<file path="src/can_irq_map.svh">
`ifndef CAN_IRQ_MAP_SVH
`define CAN_IRQ_MAP_SVH

// register indices on the internal register port
`define REG_VEC_IDX        3'h0
`define REG_INT_IDX        3'h1
`define REG_RECEIVE_FIFO_FLAG_IDX       3'h2
`define REG_RECEIVE_OVERFLOW_FLAG_IDX     3'h3
`define REG_TRANSMIT_FIFO_FLAG_IDX       3'h4
`define REG_TRANSMIT_ATTEMPT_FLAG_IDX     3'h5
`define REG_SEND_REQUEST_BITS_IDX      3'h6

// interrupt code register field positions
`define VEC_RX_LSB         24
`define VEC_TX_LSB         16
`define VEC_HIT_LSB        8
`define VEC_GEN_LSB        0

// interrupt register: writable enable bits and flag positions
`define INT_EN_MASK        16'hff1f
`define INT_EN_LSB         16
`define INT_IVM_EN         31
`define INT_WAK_EN         30
`define INT_CERR_EN        29
`define INT_SERR_EN        28
`define INT_RXOV_EN        27
`define INT_TXAT_EN        26
`define INT_CRC_EN         25
`define INT_ECC_EN         24
`define INT_TEF_EN         20
`define INT_MOD_EN         19
`define INT_TBC_EN         18
`define INT_RX_EN          17
`define INT_TX_EN          16
`define INT_IVM_FLAG       15
`define INT_WAK_FLAG       14
`define INT_CERR_FLAG      13
`define INT_SERR_FLAG      12
`define INT_RXOV_FLAG      11
`define INT_TXAT_FLAG      10
`define INT_CRC_FLAG       9
`define INT_ECC_FLAG       8
`define INT_TEF_FLAG       4
`define INT_MOD_FLAG       3
`define INT_TBC_FLAG       2
`define INT_RX_FLAG        1
`define INT_TX_FLAG        0

// interrupt codes
`define CODE_QUEUE         7'h00
`define CODE_NONE          7'h40
`define CODE_BUS_ERR       7'h41
`define CODE_WAKEUP        7'h42
`define CODE_RX_OVF        7'h43
`define CODE_ADDR_ERR      7'h44
`define CODE_MAB_ERR       7'h45
`define CODE_TBC_OVF       7'h46
`define CODE_MODE_CHG      7'h47
`define CODE_INVALID       7'h48
`define CODE_TEF           7'h49
`define CODE_TX_ATTEMPT    7'h4a

`define RST_WORD           32'h0000_0000
`define RST_MODE           3'h0
`define RST_HIT            5'h00

`endif

</file>
<file path="src/can_irq_pkg.sv">
package can_irq_pkg;

   typedef struct packed {
      logic [2:0]  index;
      logic        write;
      logic [3:0]  byte_en;
      logic [31:0] wdata;
   } reg_req_t;

   typedef struct packed {
      logic invalid_message;
      logic wakeup;
      logic bus_error;
      logic address_error;
      logic mab_error;
      logic counter_overflow;
      logic serial_checksum_error;
      logic memory_correction_error;
   } event_in_t;

   typedef struct packed {
      logic [31:0] rx_pending;
      logic [31:0] rx_overflow;
      logic [31:0] tx_pending;
      logic [31:0] tx_attempt;
      logic        tef_pending;
   } fifo_flags_t;

endpackage

</file>
<file path="src/can_irq_vector.sv">
`timescale 1ns/100ps
`include "can_irq_map.svh"

module can_irq_vector
   import can_irq_pkg::*;
#(
   parameter int NUM_OBJ   = 32,
   parameter int MODE_W    = 3
) (
   // clock and reset
   input  wire logic              SYS_CLK_IN,
   input  wire logic              NRST_IN,
   // register port
   input  wire reg_req_t          REG_REQ_IN,
   input  wire logic              REG_STROBE_IN,
   output logic [31:0]            REG_RDATA_OUT,
   // event sources
   input  wire event_in_t         EVENT_IN,
   input  wire logic [MODE_W-1:0] OPMODE_IN,
   // per-FIFO flag images
   input  wire fifo_flags_t       FIFO_FLAGS_IN,
   // receive filter hit
   input  wire logic              RX_ACCEPT_IN,
   input  wire logic [4:0]        RX_FILTER_IN,
   // transmit requests
   input  wire logic [31:0]       TX_SENT_IN,
   output logic [31:0]            SEND_REQUEST_OUT,
   // interrupt summary
   output logic                   IRQ_PENDING_OUT,
   output logic                   RX_IRQ_OUT,
   output logic                   TX_IRQ_OUT
);

   logic [1:0]        rst_sync_q;
   logic              rst_n;

   always_ff @(posedge SYS_CLK_IN or negedge NRST_IN) begin
      if (!NRST_IN) begin
         rst_sync_q <= 2'b00;
      end else begin
         rst_sync_q <= {rst_sync_q[0], 1'b1};
      end
   end
   assign rst_n = rst_sync_q[1];

   // register decode
   wire        wr_en      = REG_STROBE_IN && REG_REQ_IN.write;
   wire        wr_int     = wr_en && (REG_REQ_IN.index == `REG_INT_IDX);
   wire        wr_send_request_bits   = wr_en && (REG_REQ_IN.index == `REG_SEND_REQUEST_BITS_IDX);
   wire [31:0] byte_mask  = {{8{REG_REQ_IN.byte_en[3]}}, {8{REG_REQ_IN.byte_en[2]}},
                             {8{REG_REQ_IN.byte_en[1]}}, {8{REG_REQ_IN.byte_en[0]}}};
   wire [31:0] wr_ones    = REG_REQ_IN.wdata & byte_mask;
   wire [31:0] wr_zeros   = ~REG_REQ_IN.wdata & byte_mask;

   // enables
   logic [15:0] enable_q;
   logic [15:0] enable_d;
   wire  [15:0] en_wmask = byte_mask[31:16] & `INT_EN_MASK;

   assign enable_d = wr_int ? ((enable_q & ~en_wmask) | (REG_REQ_IN.wdata[31:16] & en_wmask))
                            : enable_q;

   always_ff @(posedge SYS_CLK_IN or negedge rst_n) begin
      if (!rst_n) begin
         enable_q <= 16'h0000;
      end else begin
         enable_q <= enable_d;
      end
   end

   wire ivm_en  = enable_q[`INT_IVM_EN  - `INT_EN_LSB];
   wire wak_en  = enable_q[`INT_WAK_EN  - `INT_EN_LSB];
   wire cerr_en = enable_q[`INT_CERR_EN - `INT_EN_LSB];
   wire serr_en = enable_q[`INT_SERR_EN - `INT_EN_LSB];
   wire rxov_en = enable_q[`INT_RXOV_EN - `INT_EN_LSB];
   wire txat_en = enable_q[`INT_TXAT_EN - `INT_EN_LSB];
   wire tef_en  = enable_q[`INT_TEF_EN  - `INT_EN_LSB];
   wire mod_en  = enable_q[`INT_MOD_EN  - `INT_EN_LSB];
   wire tbc_en  = enable_q[`INT_TBC_EN  - `INT_EN_LSB];
   wire rx_en   = enable_q[`INT_RX_EN   - `INT_EN_LSB];
   wire tx_en   = enable_q[`INT_TX_EN   - `INT_EN_LSB];

   // mode tracking
   logic [MODE_W-1:0] mode_q;
   logic              mode_valid_q;
   wire               mode_changed = mode_valid_q && (OPMODE_IN != mode_q);

   always_ff @(posedge SYS_CLK_IN or negedge rst_n) begin
      if (!rst_n) begin
         mode_q       <= MODE_W'(`RST_MODE);
         mode_valid_q <= 1'b0;
      end else begin
         mode_q       <= OPMODE_IN;
         mode_valid_q <= 1'b1;
      end
   end

   // sticky flags: set wins over a software clear in the same cycle
   wire serr_set = EVENT_IN.address_error || EVENT_IN.mab_error;

   logic ivm_q;
   logic wak_q;
   logic cerr_q;
   logic serr_q;
   logic mod_q;
   logic tbc_q;
   logic addr_cause_q;
   logic mab_cause_q;

   wire clr_ivm  = wr_int && wr_zeros[`INT_IVM_FLAG];
   wire clr_wak  = wr_int && wr_zeros[`INT_WAK_FLAG];
   wire clr_cerr = wr_int && wr_zeros[`INT_CERR_FLAG];
   wire clr_serr = wr_int && wr_zeros[`INT_SERR_FLAG];
   wire clr_mod  = wr_int && wr_zeros[`INT_MOD_FLAG];
   wire clr_tbc  = wr_int && wr_zeros[`INT_TBC_FLAG];

   always_ff @(posedge SYS_CLK_IN or negedge rst_n) begin
      if (!rst_n) begin
         ivm_q        <= 1'b0;
         wak_q        <= 1'b0;
         cerr_q       <= 1'b0;
         serr_q       <= 1'b0;
         mod_q        <= 1'b0;
         tbc_q        <= 1'b0;
         addr_cause_q <= 1'b0;
         mab_cause_q  <= 1'b0;
      end else begin
         ivm_q        <= EVENT_IN.invalid_message  || (ivm_q  && !clr_ivm);
         wak_q        <= EVENT_IN.wakeup           || (wak_q  && !clr_wak);
         cerr_q       <= EVENT_IN.bus_error        || (cerr_q && !clr_cerr);
         serr_q       <= serr_set                  || (serr_q && !clr_serr);
         mod_q        <= mode_changed              || (mod_q  && !clr_mod);
         tbc_q        <= EVENT_IN.counter_overflow || (tbc_q  && !clr_tbc);
         addr_cause_q <= EVENT_IN.address_error || (addr_cause_q && !clr_serr);
         mab_cause_q  <= EVENT_IN.mab_error     || (mab_cause_q  && !clr_serr);
      end
   end

   // summary vectors, images of the FIFO side, with bit 0 of both receive vectors forced to zero
   wire [31:0] rx_pending_bits  = FIFO_FLAGS_IN.rx_pending  & 32'hffff_fffe;
   wire [31:0] rx_overflow_bits = FIFO_FLAGS_IN.rx_overflow & 32'hffff_fffe;
   wire [31:0] tx_pending_bits  = FIFO_FLAGS_IN.tx_pending;
   wire [31:0] tx_attempt_bits  = FIFO_FLAGS_IN.tx_attempt;

   wire rx_fifo_flag      = |rx_pending_bits;
   wire tx_fifo_flag      = |tx_pending_bits;
   wire rx_overflow_flag  = |rx_overflow_bits;
   wire tx_attempt_flag   = |tx_attempt_bits;
   wire tef_flag          = FIFO_FLAGS_IN.tef_pending;

   // enabled flag terms
   wire [31:0] rx_fifo_live = rx_en ? rx_pending_bits : 32'h0000_0000;
   wire [31:0] tx_fifo_live = tx_en ? tx_pending_bits : 32'h0000_0000;
   wire        ivm_live     = ivm_q && ivm_en;
   wire        wak_live     = wak_q && wak_en;
   wire        cerr_live    = cerr_q && cerr_en;
   wire        serr_live    = serr_q && serr_en;
   wire        mod_live     = mod_q && mod_en;
   wire        tbc_live     = tbc_q && tbc_en;
   wire        rxov_live    = rx_overflow_flag && rxov_en;
   wire        txat_live    = tx_attempt_flag && txat_en;
   wire        tef_live     = tef_flag && tef_en;
   wire        crc_live     = EVENT_IN.serial_checksum_error
                              && enable_q[`INT_CRC_EN - `INT_EN_LSB];
   wire        ecc_live     = EVENT_IN.memory_correction_error
                              && enable_q[`INT_ECC_EN - `INT_EN_LSB];

   // highest set bit of a 32-bit vector as a FIFO code, or none
   function automatic logic [6:0] top_fifo(input logic [31:0] v);
      logic [6:0] code;
      code = `CODE_NONE;
      for (int i = 0; i < 32; i++) begin
         if (v[i]) begin
            code = 7'(i);
         end
      end
      return code;
   endfunction

   wire [6:0] rx_code_d   = top_fifo(rx_fifo_live);
   wire [6:0] tx_code_d   = top_fifo(tx_fifo_live);
   wire [6:0] fifo_code_d = top_fifo(rx_fifo_live | tx_fifo_live);

   logic [6:0] gen_code_d;

   always_comb begin
      if (txat_live) begin
         gen_code_d = `CODE_TX_ATTEMPT;
      end else if (tef_live) begin
         gen_code_d = `CODE_TEF;
      end else if (ivm_live) begin
         gen_code_d = `CODE_INVALID;
      end else if (mod_live) begin
         gen_code_d = `CODE_MODE_CHG;
      end else if (tbc_live) begin
         gen_code_d = `CODE_TBC_OVF;
      end else if (serr_live && mab_cause_q) begin
         gen_code_d = `CODE_MAB_ERR;
      end else if (serr_live) begin
         gen_code_d = `CODE_ADDR_ERR;
      end else if (rxov_live) begin
         gen_code_d = `CODE_RX_OVF;
      end else if (wak_live) begin
         gen_code_d = `CODE_WAKEUP;
      end else if (cerr_live) begin
         gen_code_d = `CODE_BUS_ERR;
      end else begin
         gen_code_d = fifo_code_d;
      end
   end

   // filter hit capture
   logic [4:0] filter_hit_q;

   always_ff @(posedge SYS_CLK_IN or negedge rst_n) begin
      if (!rst_n) begin
         filter_hit_q <= `RST_HIT;
      end else if (RX_ACCEPT_IN) begin
         filter_hit_q <= RX_FILTER_IN;
      end
   end

   // transmit request bits, one per object
   logic [31:0] send_req_q;

   genvar g;
   generate
      for (g = 0; g < NUM_OBJ; g++) begin : g_req
         wire req_set = wr_send_request_bits && wr_ones[g];
         always_ff @(posedge SYS_CLK_IN or negedge rst_n) begin
            if (!rst_n) begin
               send_req_q[g] <= 1'b0;
            end else if (req_set) begin
               send_req_q[g] <= 1'b1;
            end else if (TX_SENT_IN[g]) begin
               send_req_q[g] <= 1'b0;
            end
         end
      end
      for (g = NUM_OBJ; g < 32; g++) begin : g_req_unused
         assign send_req_q[g] = 1'b0;
      end
   endgenerate
   // writing zero leaves the bit alone, so software never withdraws a request; only TX_SENT_IN or reset clears it

   // code register and outputs
   logic [6:0] rx_code_q;
   logic [6:0] tx_code_q;
   logic [6:0] gen_code_q;
   logic       irq_q;
   logic       rx_irq_q;
   logic       tx_irq_q;

   wire irq_d = ivm_live || wak_live || cerr_live || serr_live || mod_live || tbc_live
             || rxov_live || txat_live || tef_live || crc_live || ecc_live
             || (|rx_fifo_live) || (|tx_fifo_live);

   always_ff @(posedge SYS_CLK_IN or negedge rst_n) begin
      if (!rst_n) begin
         rx_code_q  <= `CODE_NONE;
         tx_code_q  <= `CODE_NONE;
         gen_code_q <= `CODE_NONE;
         irq_q      <= 1'b0;
         rx_irq_q   <= 1'b0;
         tx_irq_q   <= 1'b0;
      end else begin
         rx_code_q  <= rx_code_d;
         tx_code_q  <= tx_code_d;
         gen_code_q <= gen_code_d;
         irq_q      <= irq_d;
         rx_irq_q   <= |rx_fifo_live;
         tx_irq_q   <= |tx_fifo_live;
      end
   end

   wire [31:0] vec_word = {1'b0, rx_code_q, 1'b0, tx_code_q, 3'b000, filter_hit_q,
                           1'b0, gen_code_q};

   wire [31:0] int_word = {enable_q & `INT_EN_MASK,
                           ivm_q, wak_q, cerr_q, serr_q,
                           rx_overflow_flag, tx_attempt_flag,
                           EVENT_IN.serial_checksum_error, EVENT_IN.memory_correction_error,
                           3'b000, tef_flag, mod_q, tbc_q, rx_fifo_flag, tx_fifo_flag};

   logic [31:0] rdata_d;

   always_comb begin
      unique case (REG_REQ_IN.index)
         `REG_VEC_IDX:    rdata_d = vec_word;
         `REG_INT_IDX:    rdata_d = int_word;
         `REG_RECEIVE_FIFO_FLAG_IDX:   rdata_d = rx_pending_bits;
         `REG_RECEIVE_OVERFLOW_FLAG_IDX: rdata_d = rx_overflow_bits;
         `REG_TRANSMIT_FIFO_FLAG_IDX:   rdata_d = tx_pending_bits;
         `REG_TRANSMIT_ATTEMPT_FLAG_IDX: rdata_d = tx_attempt_bits;
         `REG_SEND_REQUEST_BITS_IDX:  rdata_d = send_req_q;
         default:         rdata_d = `RST_WORD;
      endcase
   end

   logic [31:0] rdata_q;

   always_ff @(posedge SYS_CLK_IN or negedge rst_n) begin
      if (!rst_n) begin
         rdata_q <= `RST_WORD;
      end else if (REG_STROBE_IN && !REG_REQ_IN.write) begin
         rdata_q <= rdata_d;
      end
   end

   assign REG_RDATA_OUT    = rdata_q;
   assign SEND_REQUEST_OUT = send_req_q;
   assign IRQ_PENDING_OUT  = irq_q;
   assign RX_IRQ_OUT       = rx_irq_q;
   assign TX_IRQ_OUT       = tx_irq_q;

endmodule

</file>
<file path="config.mk">
export PLATFORM = sky130hd
export DESIGN_NAME = can_irq_vector
export DESIGN_NICKNAME = d
export VERILOG_FILES = /design/src/can_irq_pkg.sv /design/src/can_irq_vector.sv
export VERILOG_INCLUDE_DIRS = /design/src
export SDC_FILE = /design/constraint.sdc
export NUM_CORES = 1
export LEC_CHECK = 0
export BUFFER_PORTS_ARGS = -buffer_cell sky130_fd_sc_hd__buf_2
export CAP_MARGIN = 15
export CORE_UTILIZATION = 50
export CTS_CLUSTER_SIZE = 12
export DETAILED_ROUTE_END_ITERATION = 12
export PLACE_DENSITY = 0.84
export REMOVE_ABC_BUFFERS = 1
export SETUP_SLACK_MARGIN = 0.02
export SLEW_MARGIN = 15
export SYNTH_ARGS = -nofsm -noshare
export SYNTH_HDL_FRONTEND = slang
export SYNTH_SLANG_ARGS = --single-unit
</file>
<file path="constraint.sdc">
create_clock -name SYS_CLK_IN -period 4.6 [get_ports SYS_CLK_IN]
set_input_delay 0.92 -clock SYS_CLK_IN [delete_from_list [all_inputs] [get_ports SYS_CLK_IN]]
set_output_delay 0.92 -clock SYS_CLK_IN [all_outputs]
set_load 0.1 [all_outputs]
</file>
==> Flow_metrics.wiki, run 1 <==
{| class="wikitable"
! Metric !! Value
|-
| Data arrival time of the critical path || around 3.2 ns
|-
| Worst Setup SP || FIFO_FLAGS_IN[13]
|-
| Maximum clock frequency || around 340 MHz
|-
| H-tree depth reported by CTS || 4
|-
| Unrepaired setup endpoints after global routing || no
|-
| Number of buffers added by the clock tree synthesis step || 17
|-
| Switching part of the total || between 30% and 40%
|-
| Cell count after synthesis || around 890
|-
| Worst setup slack before clock tree synthesis || ~1.4 ns
|-
| Area contributors post-synth || sky130_fd_sc_hd__dfrtp_1 (37%), sky130_fd_sc_hd__o21ai_0 (8.3%), sky130_fd_sc_hd__nand2_1 (6.2%)
|-
| Final-report setup violation count || 0
|-
| Initial Util || between 50 and 60%
|-
| Total core area || between 10,000 and 15,000 µm²
|-
| Number of antenna violations at the first check in global routing || 2
|-
| Post-CTS clock slew at the launch and capture registers of the worst setup and hold paths || 0.06 ns
|-
| All-Layer GR Usage || between 40% and 50%
|-
| Largest net degree at the start of global routing || 66
|-
| Total I/O pin count || 288
|-
| Total wire length after detailed routing || roughly 32,000 µm
|-
| Category of the worst setup path launch point || input pin
|-
| Relative area change from synthesis to final layout || 28.5%
|-
| Area enclosed by the die boundary || approximately 16,000 µm²
|-
| Horizontal extent of the die || approximately 130 µm
|-
| Combinational power share || 32.7%
|-
| Final Slew Violations || 0
|-
| Most frequent cells after synthesis || sky130_fd_sc_hd__o21ai_0 (128), sky130_fd_sc_hd__nand2_1 (127), sky130_fd_sc_hd__dfrtp_1 (113)
|-
| Critical path class || in2reg
|-
| Capturing element type of the critical path || flip-flop
|-
| Part of the total power dissipated in the clock network || a little over a third
|-
| Clock Path Buffers || 2
|-
| Detailed-route wire length per cell || 23.7 µm
|-
| Clock Sink Count || approximately 120
|-
| Sequential fraction of design power || between 30% and 40%
|-
| NumNets Final || roughly 1,400
|-
| Min-Delay Path Class || in2async
|-
| Clock Skews || around 0.012 ns
|-
| Cell Area, Synth || between 7000 and 8000 µm²
|-
| Routed via count divided by cell count || about 6.5
|-
| Vias in the first global route || 8,349
|-
| Number of placement rows || 44
|-
| Via count || between 8,000 and 9,000
|-
| Period utilisation layout || a little over three fifths
|-
| Resized cells post-CTS || 0
|-
| CTS Root Cell || sky130_fd_sc_hd__clkbuf_16
|-
| Sequential area share after synthesis || ~38%
|-
| Total power of the final layout || roughly 4000 µW
|-
| Internal power summed over all cells || roughly 2500 µW
|-
| Status || completed
|-
| Worst VDD drop || 277 µV
|-
| Library cell occupying the most area in the post-synthesis netlist || sky130_fd_sc_hd__dfrtp_1
|-
| Detailed router's first-iteration violation count || 1,248
|-
| Final critical-path required period || between 2 and 3 ns
|-
| Post-CTS Hold Buffers || 0
|-
| Total iterations of the first detailed-routing run || 5
|-
| TritonCTS clock tree || built
|-
| Leftover overflow at the end of global routing || 0
|-
| Number of warnings issued by yosys || 0
|-
| Worst-margin pin slew || a little under 1 ns
|-
| Global placement routability congestion || 0.976
|-
| Standby leakage power || roughly 0.0046 µW
|-
| Final Hold Fails || 0
|-
| Total power divided by cell area || between 400 and 500 nW/µm²
|-
| Avg Synthesized Cell Area || between 8 and 9 µm²
|-
| Setup TNS || 0 ns
|-
| Number of max-capacitance violations reported || 0
|-
| Number of remaining DRC errors || 0
|-
| Required time of the worst setup path || around 4.9 ns
|-
| Net switching component of the power || roughly 1600 µW
|-
| Asr flop ratio synth || 100%
|-
| Fraction of final layout cells with drive strength greater than 1 || about 34%
|-
| WHS || about 0.26 ns
|-
| Count of flip-flops with a built-in enable after synthesis || 0
|-
| Most frequently used cell type in the post-synthesis netlist || sky130_fd_sc_hd__o21ai_0
|-
| Number of buffers added for setup after CTS || 0
|-
| Internal reg-to-reg setup slack || about 1.9 ns
|-
| Number of diodes || 0
|-
| Share of Yosys cell area claimed by the top area cell type || ~37%
|-
| Number of distinct library cell variants in the gate-level netlist after synthesis || 73
|-
| Worst Path Max Fanout || 6
|-
| Post-synthesis register bit count || ~120
|-
| Clock insertion delay at the later pin of the skew report || 0.43 ns
|-
| Slew margin rel. || a little over a third
|-
| Placed wire-length estimate after detailed placement || between 20,000 and 25,000 µm
|-
| Chip Height || 126 µm
|-
| Commonest register cell after synthesis || sky130_fd_sc_hd__dfrtp_1
|-
| Post-route core utilization || 67.0%
|-
| Minimum setup slack in the final design || around 1.7 ns
|-
| DRT antenna net count || 0
|-
| Number of I/O port buffers || between 200 and 300
|-
| First-pass GRT wire length || 48,900 µm
|}
==> metal layers <==
metal	vias to the layer above	GRT usage, %	routed length, µm
met5	-	0	8
met4	2	18.6	1450
met3	97	9.47	3470
met2	650	63.5	14300
met1	4191	55.8	13000
li1	3858	-	-
==> critical path, cell delays in order <==
cell and delay [ns]:
sky130_fd_sc_hd__buf_2 0.11, sky130_fd_sc_hd__nor4_1 0.49, sky130_fd_sc_hd__nand4_1 0.37, sky130_fd_sc_hd__o21ai_1 0.48, sky130_fd_sc_hd__nand2_1 0.13, sky130_fd_sc_hd__nor3_1 0.48
sky130_fd_sc_hd__nand4_1 0.18
==> power groups by stage <==
stage | registers, µW | clock network [µW] | logic [µW]
finish | 1250 | 1450 | 1320
global route | 1270 | 1510 | 1380
CTS | 1250 | 1450 | 1290
detailed placement | 1260 | 0 | 1280
global placement | 1260 | 0 | 1280
floorplan | 1620 | 0 | 453
==> metrics by stage <==
| stage | cells | area [µm²] |
|---|---|---|
| after floorplan | 842 | 7460 |
| after global placement | 1326 | 9240 |
| after detailed placement | 1327 | 9250 |
| after CTS | 1359 | 9890 |
| after global routing | 1359 | 9890 |
| final | 1359 | 9890 |
==> cell usage in the layout, fill, tap and decap left out, types with 6 or more instances in the layout <==
cell	netlist	final
sky130_fd_sc_hd__a211oi_1	12	12
sky130_fd_sc_hd__dfrtp_1	113	112
sky130_fd_sc_hd__mux2i_1	38	38
sky130_fd_sc_hd__mux4_2	13	13
sky130_fd_sc_hd__nor3_1	16	16
sky130_fd_sc_hd__clkbuf_16	0	17
sky130_fd_sc_hd__buf_4	0	16
sky130_fd_sc_hd__mux2_2	30	30
sky130_fd_sc_hd__and2_1	10	10
sky130_fd_sc_hd__o22ai_1	7	7
sky130_fd_sc_hd__o21ai_0	128	128
sky130_fd_sc_hd__nor3b_1	8	8
sky130_fd_sc_hd__o21ai_1	6	6
sky130_fd_sc_hd__a21oi_1	37	37
sky130_fd_sc_hd__o41ai_1	8	8
sky130_fd_sc_hd__nand4_1	8	8
sky130_fd_sc_hd__a222oi_1	6	6
sky130_fd_sc_hd__inv_1	52	52
sky130_fd_sc_hd__a31oi_1	8	8
sky130_fd_sc_hd__a221oi_1	8	8
sky130_fd_sc_hd__a22o_1	10	10
sky130_fd_sc_hd__nand3_1	11	11
sky130_fd_sc_hd__nand2_1	127	127
sky130_fd_sc_hd__buf_2	18	284
sky130_fd_sc_hd__a22oi_1	12	12
sky130_fd_sc_hd__nor4_1	22	22
sky130_fd_sc_hd__nor2_1	47	46
sky130_fd_sc_hd__nand2b_1	10	10
sky130_fd_sc_hd__nor2b_1	6	6
==> logic make-up (layout without fill, tap and decap cells) <==
family	count (synthesis)	in the layout	share of synthesized area (%)
AOI/OAI and AO/OA	293	293	24.2
and+or+nand+nor	293	293	18.5
DFF	116	116	37.8
buffers and inverters	104	386	5.69
muxes	82	82	13.5
xor gates and xnor gates	3	3	0.341
other	1	2	0.0487
==> cell type report <==
type / count / area [µm²]
Clock buffer: 19 / 443
Clock inverter: 13 / 195
Fill cell: 1264 / 4860
Inverter: 53 / 199
Multi-Input combinational cell: 673 / 4360
Sequential cell: 116 / 2910
Tap cell: 184 / 230
Timing Repair Buffer: 301 / 1560
==> worst paths after layout <==
kind / to / cells past startpoint
worst max-delay path: IRQ_PENDING_OUT / 7
worst min-delay path: rst_sync_q[1] / 1
worst max register to register: gen_code_q[1] / 5
worst min register to register: rst_sync_q[1] / 0
max in group asynchronous: REG_RDATA_OUT[0] / 1
min in group SYS_CLK_IN: rst_sync_q[1] / 0
Power figures use the tool's default switching activity.
==> run 2, diff against run 1 <==
- ABC_AREA: unset -> 1
- PLACE_DENSITY: 0.84 -> 0.85
- clock period: 4.6 -> 3 ns (I/O delays scaled with it)
==> run 2 against run 1 <==
  * Global-route usage is 0.19 points lower
  * Cell count rose by 13%
  * Critical path depth is 32 higher
  * Via count up 3.8%
  * Worst setup slack got worse by 1.4 ns
  * Largest cell class unchanged
  * Count of clock-buffer cells in the layout unchanged
  * Final area decreased by 2.1%
  * First-iteration DRC count decreased by 14%
  * Utilization grew 1.6 points
==> Flow_metrics.wiki, run 2 <==
{| class="wikitable"
! Metric !! Value
|-
| Internal reg-to-reg setup slack || 0.33 ns (-1.58 ns)
|-
| Number of placement rows || 43 (-2.3%)
|-
| Number of buffers added by the clock tree synthesis step || 17 (unchanged)
|-
| Worst VDD drop || 370 µV (+34%)
|-
| Slowest stage delay, CP || 0.48 ns (about the same)
|-
| Capturing element type of the critical path || flip-flop
|-
| Number of warnings issued by yosys || 0 (unchanged)
|-
| Number of diodes || 0 (unchanged)
|-
| Net switching component of the power || 2490 µW (+60%)
|-
| Status || completed
|-
| Cell count after synthesis || 1,057 (+18%)
|-
| Required time of the worst setup path || 3.35 ns (-1.51 ns)
|-
| Area enclosed by the die boundary || 15,100 µm² (-4.9%)
|-
| First-pass GRT wire length || 45,500 µm (-7.1%)
|-
| Maximum clock frequency || around 370 MHz
|-
| DRT antenna net count || 0 (unchanged)
|-
| Worst Hold Launch || OPMODE_IN[2]
|-
| Worst setup slack before clock tree synthesis || 0.0774 ns (-1.33 ns)
|-
| CTS Root Cell || sky130_fd_sc_hd__clkbuf_16
|-
| Most common cell after layout, fill and taps aside || sky130_fd_sc_hd__nand2_1
|-
| Post-route non-filler standard cell count || 1,541 (+13%)
|-
| Slew margin rel. || 49.8% (+14 points)
|-
| Dominant cell type by count on the critical path || sky130_fd_sc_hd__nand2_1
|-
| Final critical-path required period || 2.67 ns
|-
| Critical path class || reg2reg
|-
| Leftover overflow at the end of global routing || 0 (unchanged)
|-
| Internal power summed over all cells || 3770 µW (+53%)
|-
| Sequential area share after synthesis || 39.8% (+2.0 points)
|-
| Category of the worst setup path launch point || flip-flop
|-
| Detailed-route wire length per cell || 20.0 µm (-16%)
|-
| Total power of the final layout || 6260 µW (+56%)
|-
| Worst Path Max Fanout || 7 (+1)
|-
| Standby leakage power || 0.00534 µW (+16%)
|-
| Post-CTS clock slew at the launch and capture registers of the worst setup and hold paths || 0.06 ns (about the same)
|-
| Clock Sink Count || 116 (unchanged)
|-
| Min-Delay Path Class || in2reg
|-
| Number of remaining DRC errors || 0 (unchanged)
|-
| Number of I/O port buffers || 285 (unchanged)
|-
| Unrepaired setup endpoints after global routing || yes
|-
| Number of max-capacitance violations reported || 0 (unchanged)
|-
| Most frequent cells after synthesis || sky130_fd_sc_hd__nand2_1 (366), sky130_fd_sc_hd__inv_1 (131), sky130_fd_sc_hd__dfrtp_1 (113)
|-
| Most frequently used cell type in the post-synthesis netlist || sky130_fd_sc_hd__nand2_1
|-
| Detailed router's first-iteration violation count || 1,071 (-14%)
|-
| Minimum setup slack in the final design || 0.331 ns (-1.36 ns)
|-
| Commonest register cell after synthesis || sky130_fd_sc_hd__dfrtp_1
|-
| Total core area || 14,100 µm² (-4.5%)
|-
| Routed via count divided by cell count || 5.93 (-8.5%)
|-
| Relative area change from synthesis to final layout || 32.5%
|-
| Horizontal extent of the die || 123 µm (-2.5%)
|-
| Part of the total power dissipated in the clock network || 35.5% (-0.6 points)
|-
| Global placement routability congestion || 0.969 (-0.75%)
|-
| Post-synthesis register bit count || 116 (unchanged)
|-
| TritonCTS clock tree || built
|-
| Commonest cells after routing, fill and taps aside || sky130_fd_sc_hd__nand2_1 (365), sky130_fd_sc_hd__buf_2 (285), sky130_fd_sc_hd__inv_1 (131), sky130_fd_sc_hd__dfrtp_1 (110), sky130_fd_sc_hd__o21ai_0 (74)
|-
| NumNets Final || 1,569 (+13%)
|-
| Final Hold Fails || 0 (unchanged)
|-
| Number of antenna violations at the first check in global routing || 0 (-2)
|-
| Cell with the largest stage delay on the worst path || sky130_fd_sc_hd__dfrtp_2
|-
| Initial Util || 51.9% (-0.31 points)
|-
| Final-report setup violation count || 0 (unchanged)
|-
| Vias in the first global route || 8,500 (+1.8%)
|-
| Share of Yosys cell area claimed by the top area cell type || 38.7% (+1.9 points)
|-
| Placed wire-length estimate after detailed placement || 24,100 µm (-2.4%)
|-
| Total I/O pin count || 288 (unchanged)
|-
| Count of flip-flops with a built-in enable after synthesis || 0 (unchanged)
|-
| Via count || 9,133 (+3.8%)
|-
| H-tree depth reported by CTS || 4 (unchanged)
|-
| Data arrival time of the critical path || 3.02 ns (-0.14 ns)
|-
| Clock insertion delay at the later pin of the skew report || 0.42 ns (about the same)
|-
| Sequential fraction of design power || 30.2% (-0.9 points)
|-
| Library cell occupying the most area in the post-synthesis netlist || sky130_fd_sc_hd__dfrtp_1
|-
| Number of distinct library cell variants in the gate-level netlist after synthesis || 42 (-42%)
|-
| Fraction of final layout cells with drive strength greater than 1 || 27.4% (-6.6 points)
|-
| Largest net degree at the start of global routing || 54 (-18%)
|-
| Asr flop ratio synth || 100% (unchanged)
|-
| Chip Height || 123 µm (-2.5%)
|-
| Total wire length after detailed routing || 30,800 µm (-4.6%)
|-
| Final Slew Violations || 0 (unchanged)
|-
| All-Layer GR Usage || 41.1% (-0.19 points)
|-
| Cell Area, Synth || 7310 µm² (-5.0%)
|-
| Switching part of the total || 39.8% (+1.0 points)
|-
| Placed insts || 1,508 (+14%)
|-
| Total power divided by cell area || 647 nW/µm² (+59%)
|-
| Period utilisation layout || around nine tenths
|-
| Area contributors post-synth || sky130_fd_sc_hd__dfrtp_1 (39%), sky130_fd_sc_hd__nand2_1 (19%), sky130_fd_sc_hd__inv_1 (6.7%)
|-
| Clock Skews || 0.00597 ns (-0.00630 ns)
|-
| Worst-margin pin slew || 0.752 ns (-0.212 ns)
|-
| Total iterations of the first detailed-routing run || 5 (unchanged)
|-
| Clock Path Buffers || 2 (unchanged)
|-
| Combinational power share || 34.3% (+1.6 points)
|-
| Avg Synthesized Cell Area || 6.92 µm² (-20%)
|}
-- run 2: cell types whose count changed in the layout (fill, tap and decap cells not counted), moves of 15 or more --
cell / delta
sky130_fd_sc_hd__nand4_1: +18
sky130_fd_sc_hd__a221oi_1: +15
sky130_fd_sc_hd__inv_1: +79
sky130_fd_sc_hd__o22ai_1: +18
sky130_fd_sc_hd__nand3_1: +33
sky130_fd_sc_hd__nand2_1: +238
sky130_fd_sc_hd__mux2i_1: -38
sky130_fd_sc_hd__mux2_2: -17
sky130_fd_sc_hd__o21ai_0: -54
sky130_fd_sc_hd__nor2_1: +19
-- run 2: what timing repair did --
action,in CTS,in global routing
hold buffers,1,0
endpoints found under the setup margin,0,1
setup buffers,0,0
resized for setup,0,3
endpoints found under the hold margin,2,0
-- run 2: cell type report --
cell class	instances	area (µm²)
clock inverter	13	198
fill	1291	4410
inverter	135	507
tap	180	225
sequential	116	2910
timing repair buffer	312	1640
multi-input combinational	766	3750
clock buffer	19	443
-- run 2: path summary, 6_finish.rpt --
| check | end | cells past startpoint |
|---|---|---|
| setup reg to reg | gen_code_q[0] | 39 |
| setup / recovery | gen_code_q[0] | 39 |
| min in group asynchronous | SEND_REQUEST_OUT[25] | 0 |
| hold / removal | mode_q[2] | 1 |
| hold reg to reg | rst_sync_q[1] | 0 |
| max in group asynchronous | SEND_REQUEST_OUT[6] | 2 |
-- run 2: logic make-up (layout without fill, tap and decap cells) --
logic type	count (synthesis)	count (layout)	share of synthesized area, %
AO/OA/AOI/OAI	200	200	17.4
XOR/XNOR	3	3	0.360
buffers and inverters	176	479	9.21
flip-flops	116	116	39.8
multiplexers	13	13	2.00
other	1	2	0.0513
AND/OR/NAND/NOR	548	548	31.2
-- run 2: critical path: cells and delay by family (launching register included) --
| kind | cells | cell delay (ns) |
|---|---|---|
| and+or+nand+nor | 37 | 1.97 |
| DFF | 1 | 0.48 |
| buffers and inverters | 1 | 0.04 |
| AOI/OAI and AO/OA | 1 | 0.11 |
-- run 2: power by group through the flow --
stage          combinational [µW]  clock (µW)  sequential [µW]
2_1_floorplan                 872           0             2450
3_3_place_gp                 2080           0             1900
3_5_place_dp                 2100           0             1910
4_1_cts                      2110        2210             1880
5_1_grt                      2320        2290             1910
6_report                     2150        2220             1890
-- run 2: through the flow --
| stage | cell area (µm²) | hold slack [ns] | utilization, % | setup TNS [ns] |
|---|---|---|---|---|
| 3_5_place_dp | 9030 | 0.340 | 64.0 | 0 |
| 2_1_floorplan | 7150 | 0.304 | - | -51.84 |
| 3_3_place_gp | 9030 | 0.334 | 64.0 | 0 |
| 4_1_cts | 9680 | 0.301 | 68.7 | 0 |
| 5_1_grt | 9680 | 0.305 | 68.7 | -0.160 |
| 6_report | 9680 | 0.308 | 68.7 | 0 |
-- run 2: per-layer routing --
metal | part of all wire (%) | track usage (%) | vias up
li1 | - | - | 4114
met3 | 11 | 10.0 | 103
met4 | 3.5 | 16.8 | 0
met5 | 0 | 0 | -
met2 | 46 | 64.9 | 679
met1 | 39 | 54.3 | 4237
==> run 3, diff against run 2 <==
- CORE_UTILIZATION: 50 -> 34
- PLACE_DENSITY: 0.85 -> 0.62
- SLEW_MARGIN: 15 -> 25
==> run 3 against run 2 <==
  * Global-route usage down 11 points
  * Critical path depth is 5 lower
  * Fmax is 1.7% lower
==> Flow_metrics.wiki, run 3 (synthesis results as in run 2) <==
{| class="wikitable"
! Metric !! Value
|-
| Number of max-capacitance violations reported || 0 (unchanged)
|-
| Area enclosed by the die boundary || 22,100 µm² (+46%)
|-
| CTS Root Cell || sky130_fd_sc_hd__clkbuf_16
|-
| Clock Path Buffers || 2 (unchanged)
|-
| Dominant cell type by count on the critical path || sky130_fd_sc_hd__nand2_1
|-
| Number of I/O port buffers || 285 (unchanged)
|-
| First-pass GRT wire length || 48,800 µm (+7.3%)
|-
| TritonCTS clock tree || built
|-
| Horizontal extent of the die || 149 µm (+21%)
|-
| WHS || 0.291 ns (-0.0168 ns)
|-
| Category of the worst setup path launch point || flip-flop
|-
| Capturing element type of the critical path || flip-flop
|-
| Period utilisation layout || 90.5% (+1.5 points)
|-
| Clock Sink Count || 116 (unchanged)
|-
| Number of antenna violations at the first check in global routing || 3 (+3)
|-
| Detailed router's first-iteration violation count || 709 (-34%)
|-
| Number of placement rows || 53 (+23%)
|-
| Post-route core utilization || 47.0% (-22 points)
|-
| Switching part of the total || 41.1% (+1.4 points)
|-
| Placed instance area || 9240 µm² (+2.4%)
|-
| Worst VDD drop || 377 µV (+1.9%)
|-
| Critical path class || reg2reg
|-
| Total power divided by cell area || 613 nW/µm² (-5.2%)
|-
| Unrepaired setup endpoints after global routing || yes
|-
| Total wire length after detailed routing || 32,400 µm (+5.4%)
|-
| Leftover overflow at the end of global routing || 0 (unchanged)
|-
| Fraction of final layout cells with drive strength greater than 1 || 28.6% (+1.2 points)
|-
| Worst-margin pin slew || 0.663 ns (-0.0895 ns)
|-
| Detailed-route wire length per cell || 19.6 µm (-1.9%)
|-
| H-tree depth reported by CTS || 4 (unchanged)
|-
| Largest net degree at the start of global routing || 63 (+17%)
|-
| Final-report setup violation count || 0 (unchanged)
|-
| Maximum clock frequency || 368 MHz (-1.7%)
|-
| Final Hold Fails || 0 (unchanged)
|-
| Placed wire-length estimate after detailed placement || 26,400 µm (+9.7%)
|-
| Initial Util || 34.8% (-17 points)
|-
| Final standard cell area without fillers || 9880 µm² (+2.0%)
|-
| Via count || 8,680 (-5.0%)
|-
| Standby leakage power || 0.00539 µW (+0.93%)
|-
| Most common cell after layout, fill and taps aside || sky130_fd_sc_hd__nand2_1
|-
| Number of fill cells in the layout || 2,218 (+72%)
|-
| Number of buffers added by the clock tree synthesis step || 17 (unchanged)
|-
| Commonest cells after routing, fill and taps aside || sky130_fd_sc_hd__nand2_1 (362), sky130_fd_sc_hd__buf_2 (285), sky130_fd_sc_hd__inv_1 (131), sky130_fd_sc_hd__dfrtp_1 (110), sky130_fd_sc_hd__o21ai_0 (74)
|-
| NumNets Final || 1,586 (+1.1%)
|-
| Internal power summed over all cells || 3570 µW (-5.5%)
|-
| Worst Path Max Fanout || 15 (+8)
|-
| Total core area || 21,000 µm² (+49%)
|-
| Clock Skews || 0.0123 ns (+0.00636 ns)
|-
| DRT antenna net count || 0 (unchanged)
|-
| Vias in the first global route || 8,335 (-1.9%)
|-
| Cell with the largest stage delay on the worst path || sky130_fd_sc_hd__dfrtp_2
|-
| Final critical-path required period || 2.71 ns (+0.0452 ns)
|-
| Sequential fraction of design power || 31.3% (+1.1 points)
|-
| Slowest stage delay, CP || 0.46 ns (-0.02 ns)
|-
| Number of remaining DRC errors || 0 (unchanged)
|-
| Total I/O pin count || 288 (unchanged)
|-
| Net switching component of the power || 2490 µW (about the same)
|-
| Total iterations of the first detailed-routing run || 7 (+2)
|-
| Relative area change from synthesis to final layout || 35.1%
|-
| Part of the total power dissipated in the clock network || 32.7% (-2.8 points)
|-
| Chip Height || 149 µm (+21%)
|-
| Status || completed
|-
| Data arrival time of the critical path || 3.05 ns (+0.03 ns)
|-
| Clock insertion delay at the later pin of the skew report || 0.42 ns (about the same)
|-
| Combinational power share || 36.0% (+1.7 points)
|-
| Slew margin rel. || 55.8% (+5.9 points)
|-
| Required time of the worst setup path || 3.34 ns (about the same)
|-
| Setup TNS || 0 ns (unchanged)
|-
| Min-Delay Path Class || reg2async
|-
| Global placement routability congestion || 0.949 (-2.1%)
|-
| All-Layer GR Usage || 30.0% (-11 points)
|-
| Final Slew Violations || 0 (unchanged)
|-
| Routed via count divided by cell count || 5.24 (-12%)
|-
| Post-CTS clock slew at the launch and capture registers of the worst setup and hold paths || 0.06 ns (about the same)
|}
==> run 3: area by class of cell <==
| type | count | area (µm²) | share of cell area [%] |
|---|---|---|---|
| multi-input combinational | 766 | 3760 | 38.1 |
| clock inverter | 13 | 123 | 1.24 |
| antenna | 2 | 5.00 | 0.0507 |
| clock buffer | 19 | 453 | 4.59 |
| inverter | 135 | 507 | 5.13 |
| sequential | 116 | 2910 | 29.5 |
| tap | 275 | 344 | 3.48 |
| timing repair buffer | 329 | 1770 | 17.9 |
==> run 3: what timing repair did <==
| action | 4_1_cts | 5_1_grt |
|---|---|---|
| hold buffers | 1 | 0 |
| endpoints found under the setup margin | 0 | 1 |
| endpoints found under the hold margin | 2 | 0 |
| gates resized for setup | 0 | 6 |
| buffers inserted | 0 | 4 |
==> run 3: final timing paths <==
| check | from | endpoint | slack [ns] | depth (start not counted) |
|---|---|---|---|---|
| setup / recovery | flip-flop | gen_code_q[0] | 0.29 | 34 |
| hold / removal | rst_sync_q[1] | async pin | 0.29 | 0 |
| setup reg to reg | flip-flop | gen_code_q[0] | 0.29 | 34 |
| hold reg to reg | rst_sync_q[1] | async pin | 0.29 | 0 |
| max in group asynchronous | rst_sync_q[1] | async pin | 1.97 | 1 |
| min in group SYS_CLK_IN | OPMODE_IN[1] | mode_q[1] | 0.30 | 1 |
==> run 3: power groups by stage <==
stage          Sequential, µW  Clock [µW]  Combinational [µW]
2_1_floorplan            2450           0                 872
3_3_place_gp             1910           0                2140
3_5_place_dp             1920           0                2140
4_1_cts                  1890        2000                2150
5_1_grt                  1910        2070                2380
6_report                 1890        1980                2180
==> run 3: through the flow <==
step           setup WS, ns  instances  power (µW)
6_report              0.286       1655        6060
5_1_grt              -0.111       1654        6360
4_1_cts               0.158       1649        6030
3_5_place_dp         0.0732       1616        4050
3_3_place_gp         0.0759       1616        4050
2_1_floorplan        -0.466       1017        3320
==> run 3: worst max-delay path, delay by kind of cell, from the launching register on <==
kind,cells,cell delay [ns]
compound gates,1,0.11
buf+inv,3,0.37
flops,1,0.46
simple gates,30,1.74
==> run 3: per-layer routing <==
metal / share of wire [%] / vias up / global-route usage (%)
met3: 8.4 / 51 / 6.81
met4: 2.3 / 2 / 9.28
li1: - / 4159 / -
met2: 46 / 414 / 47.3
met1: 43 / 4054 / 40.8
met5: 0.025 / - / 0
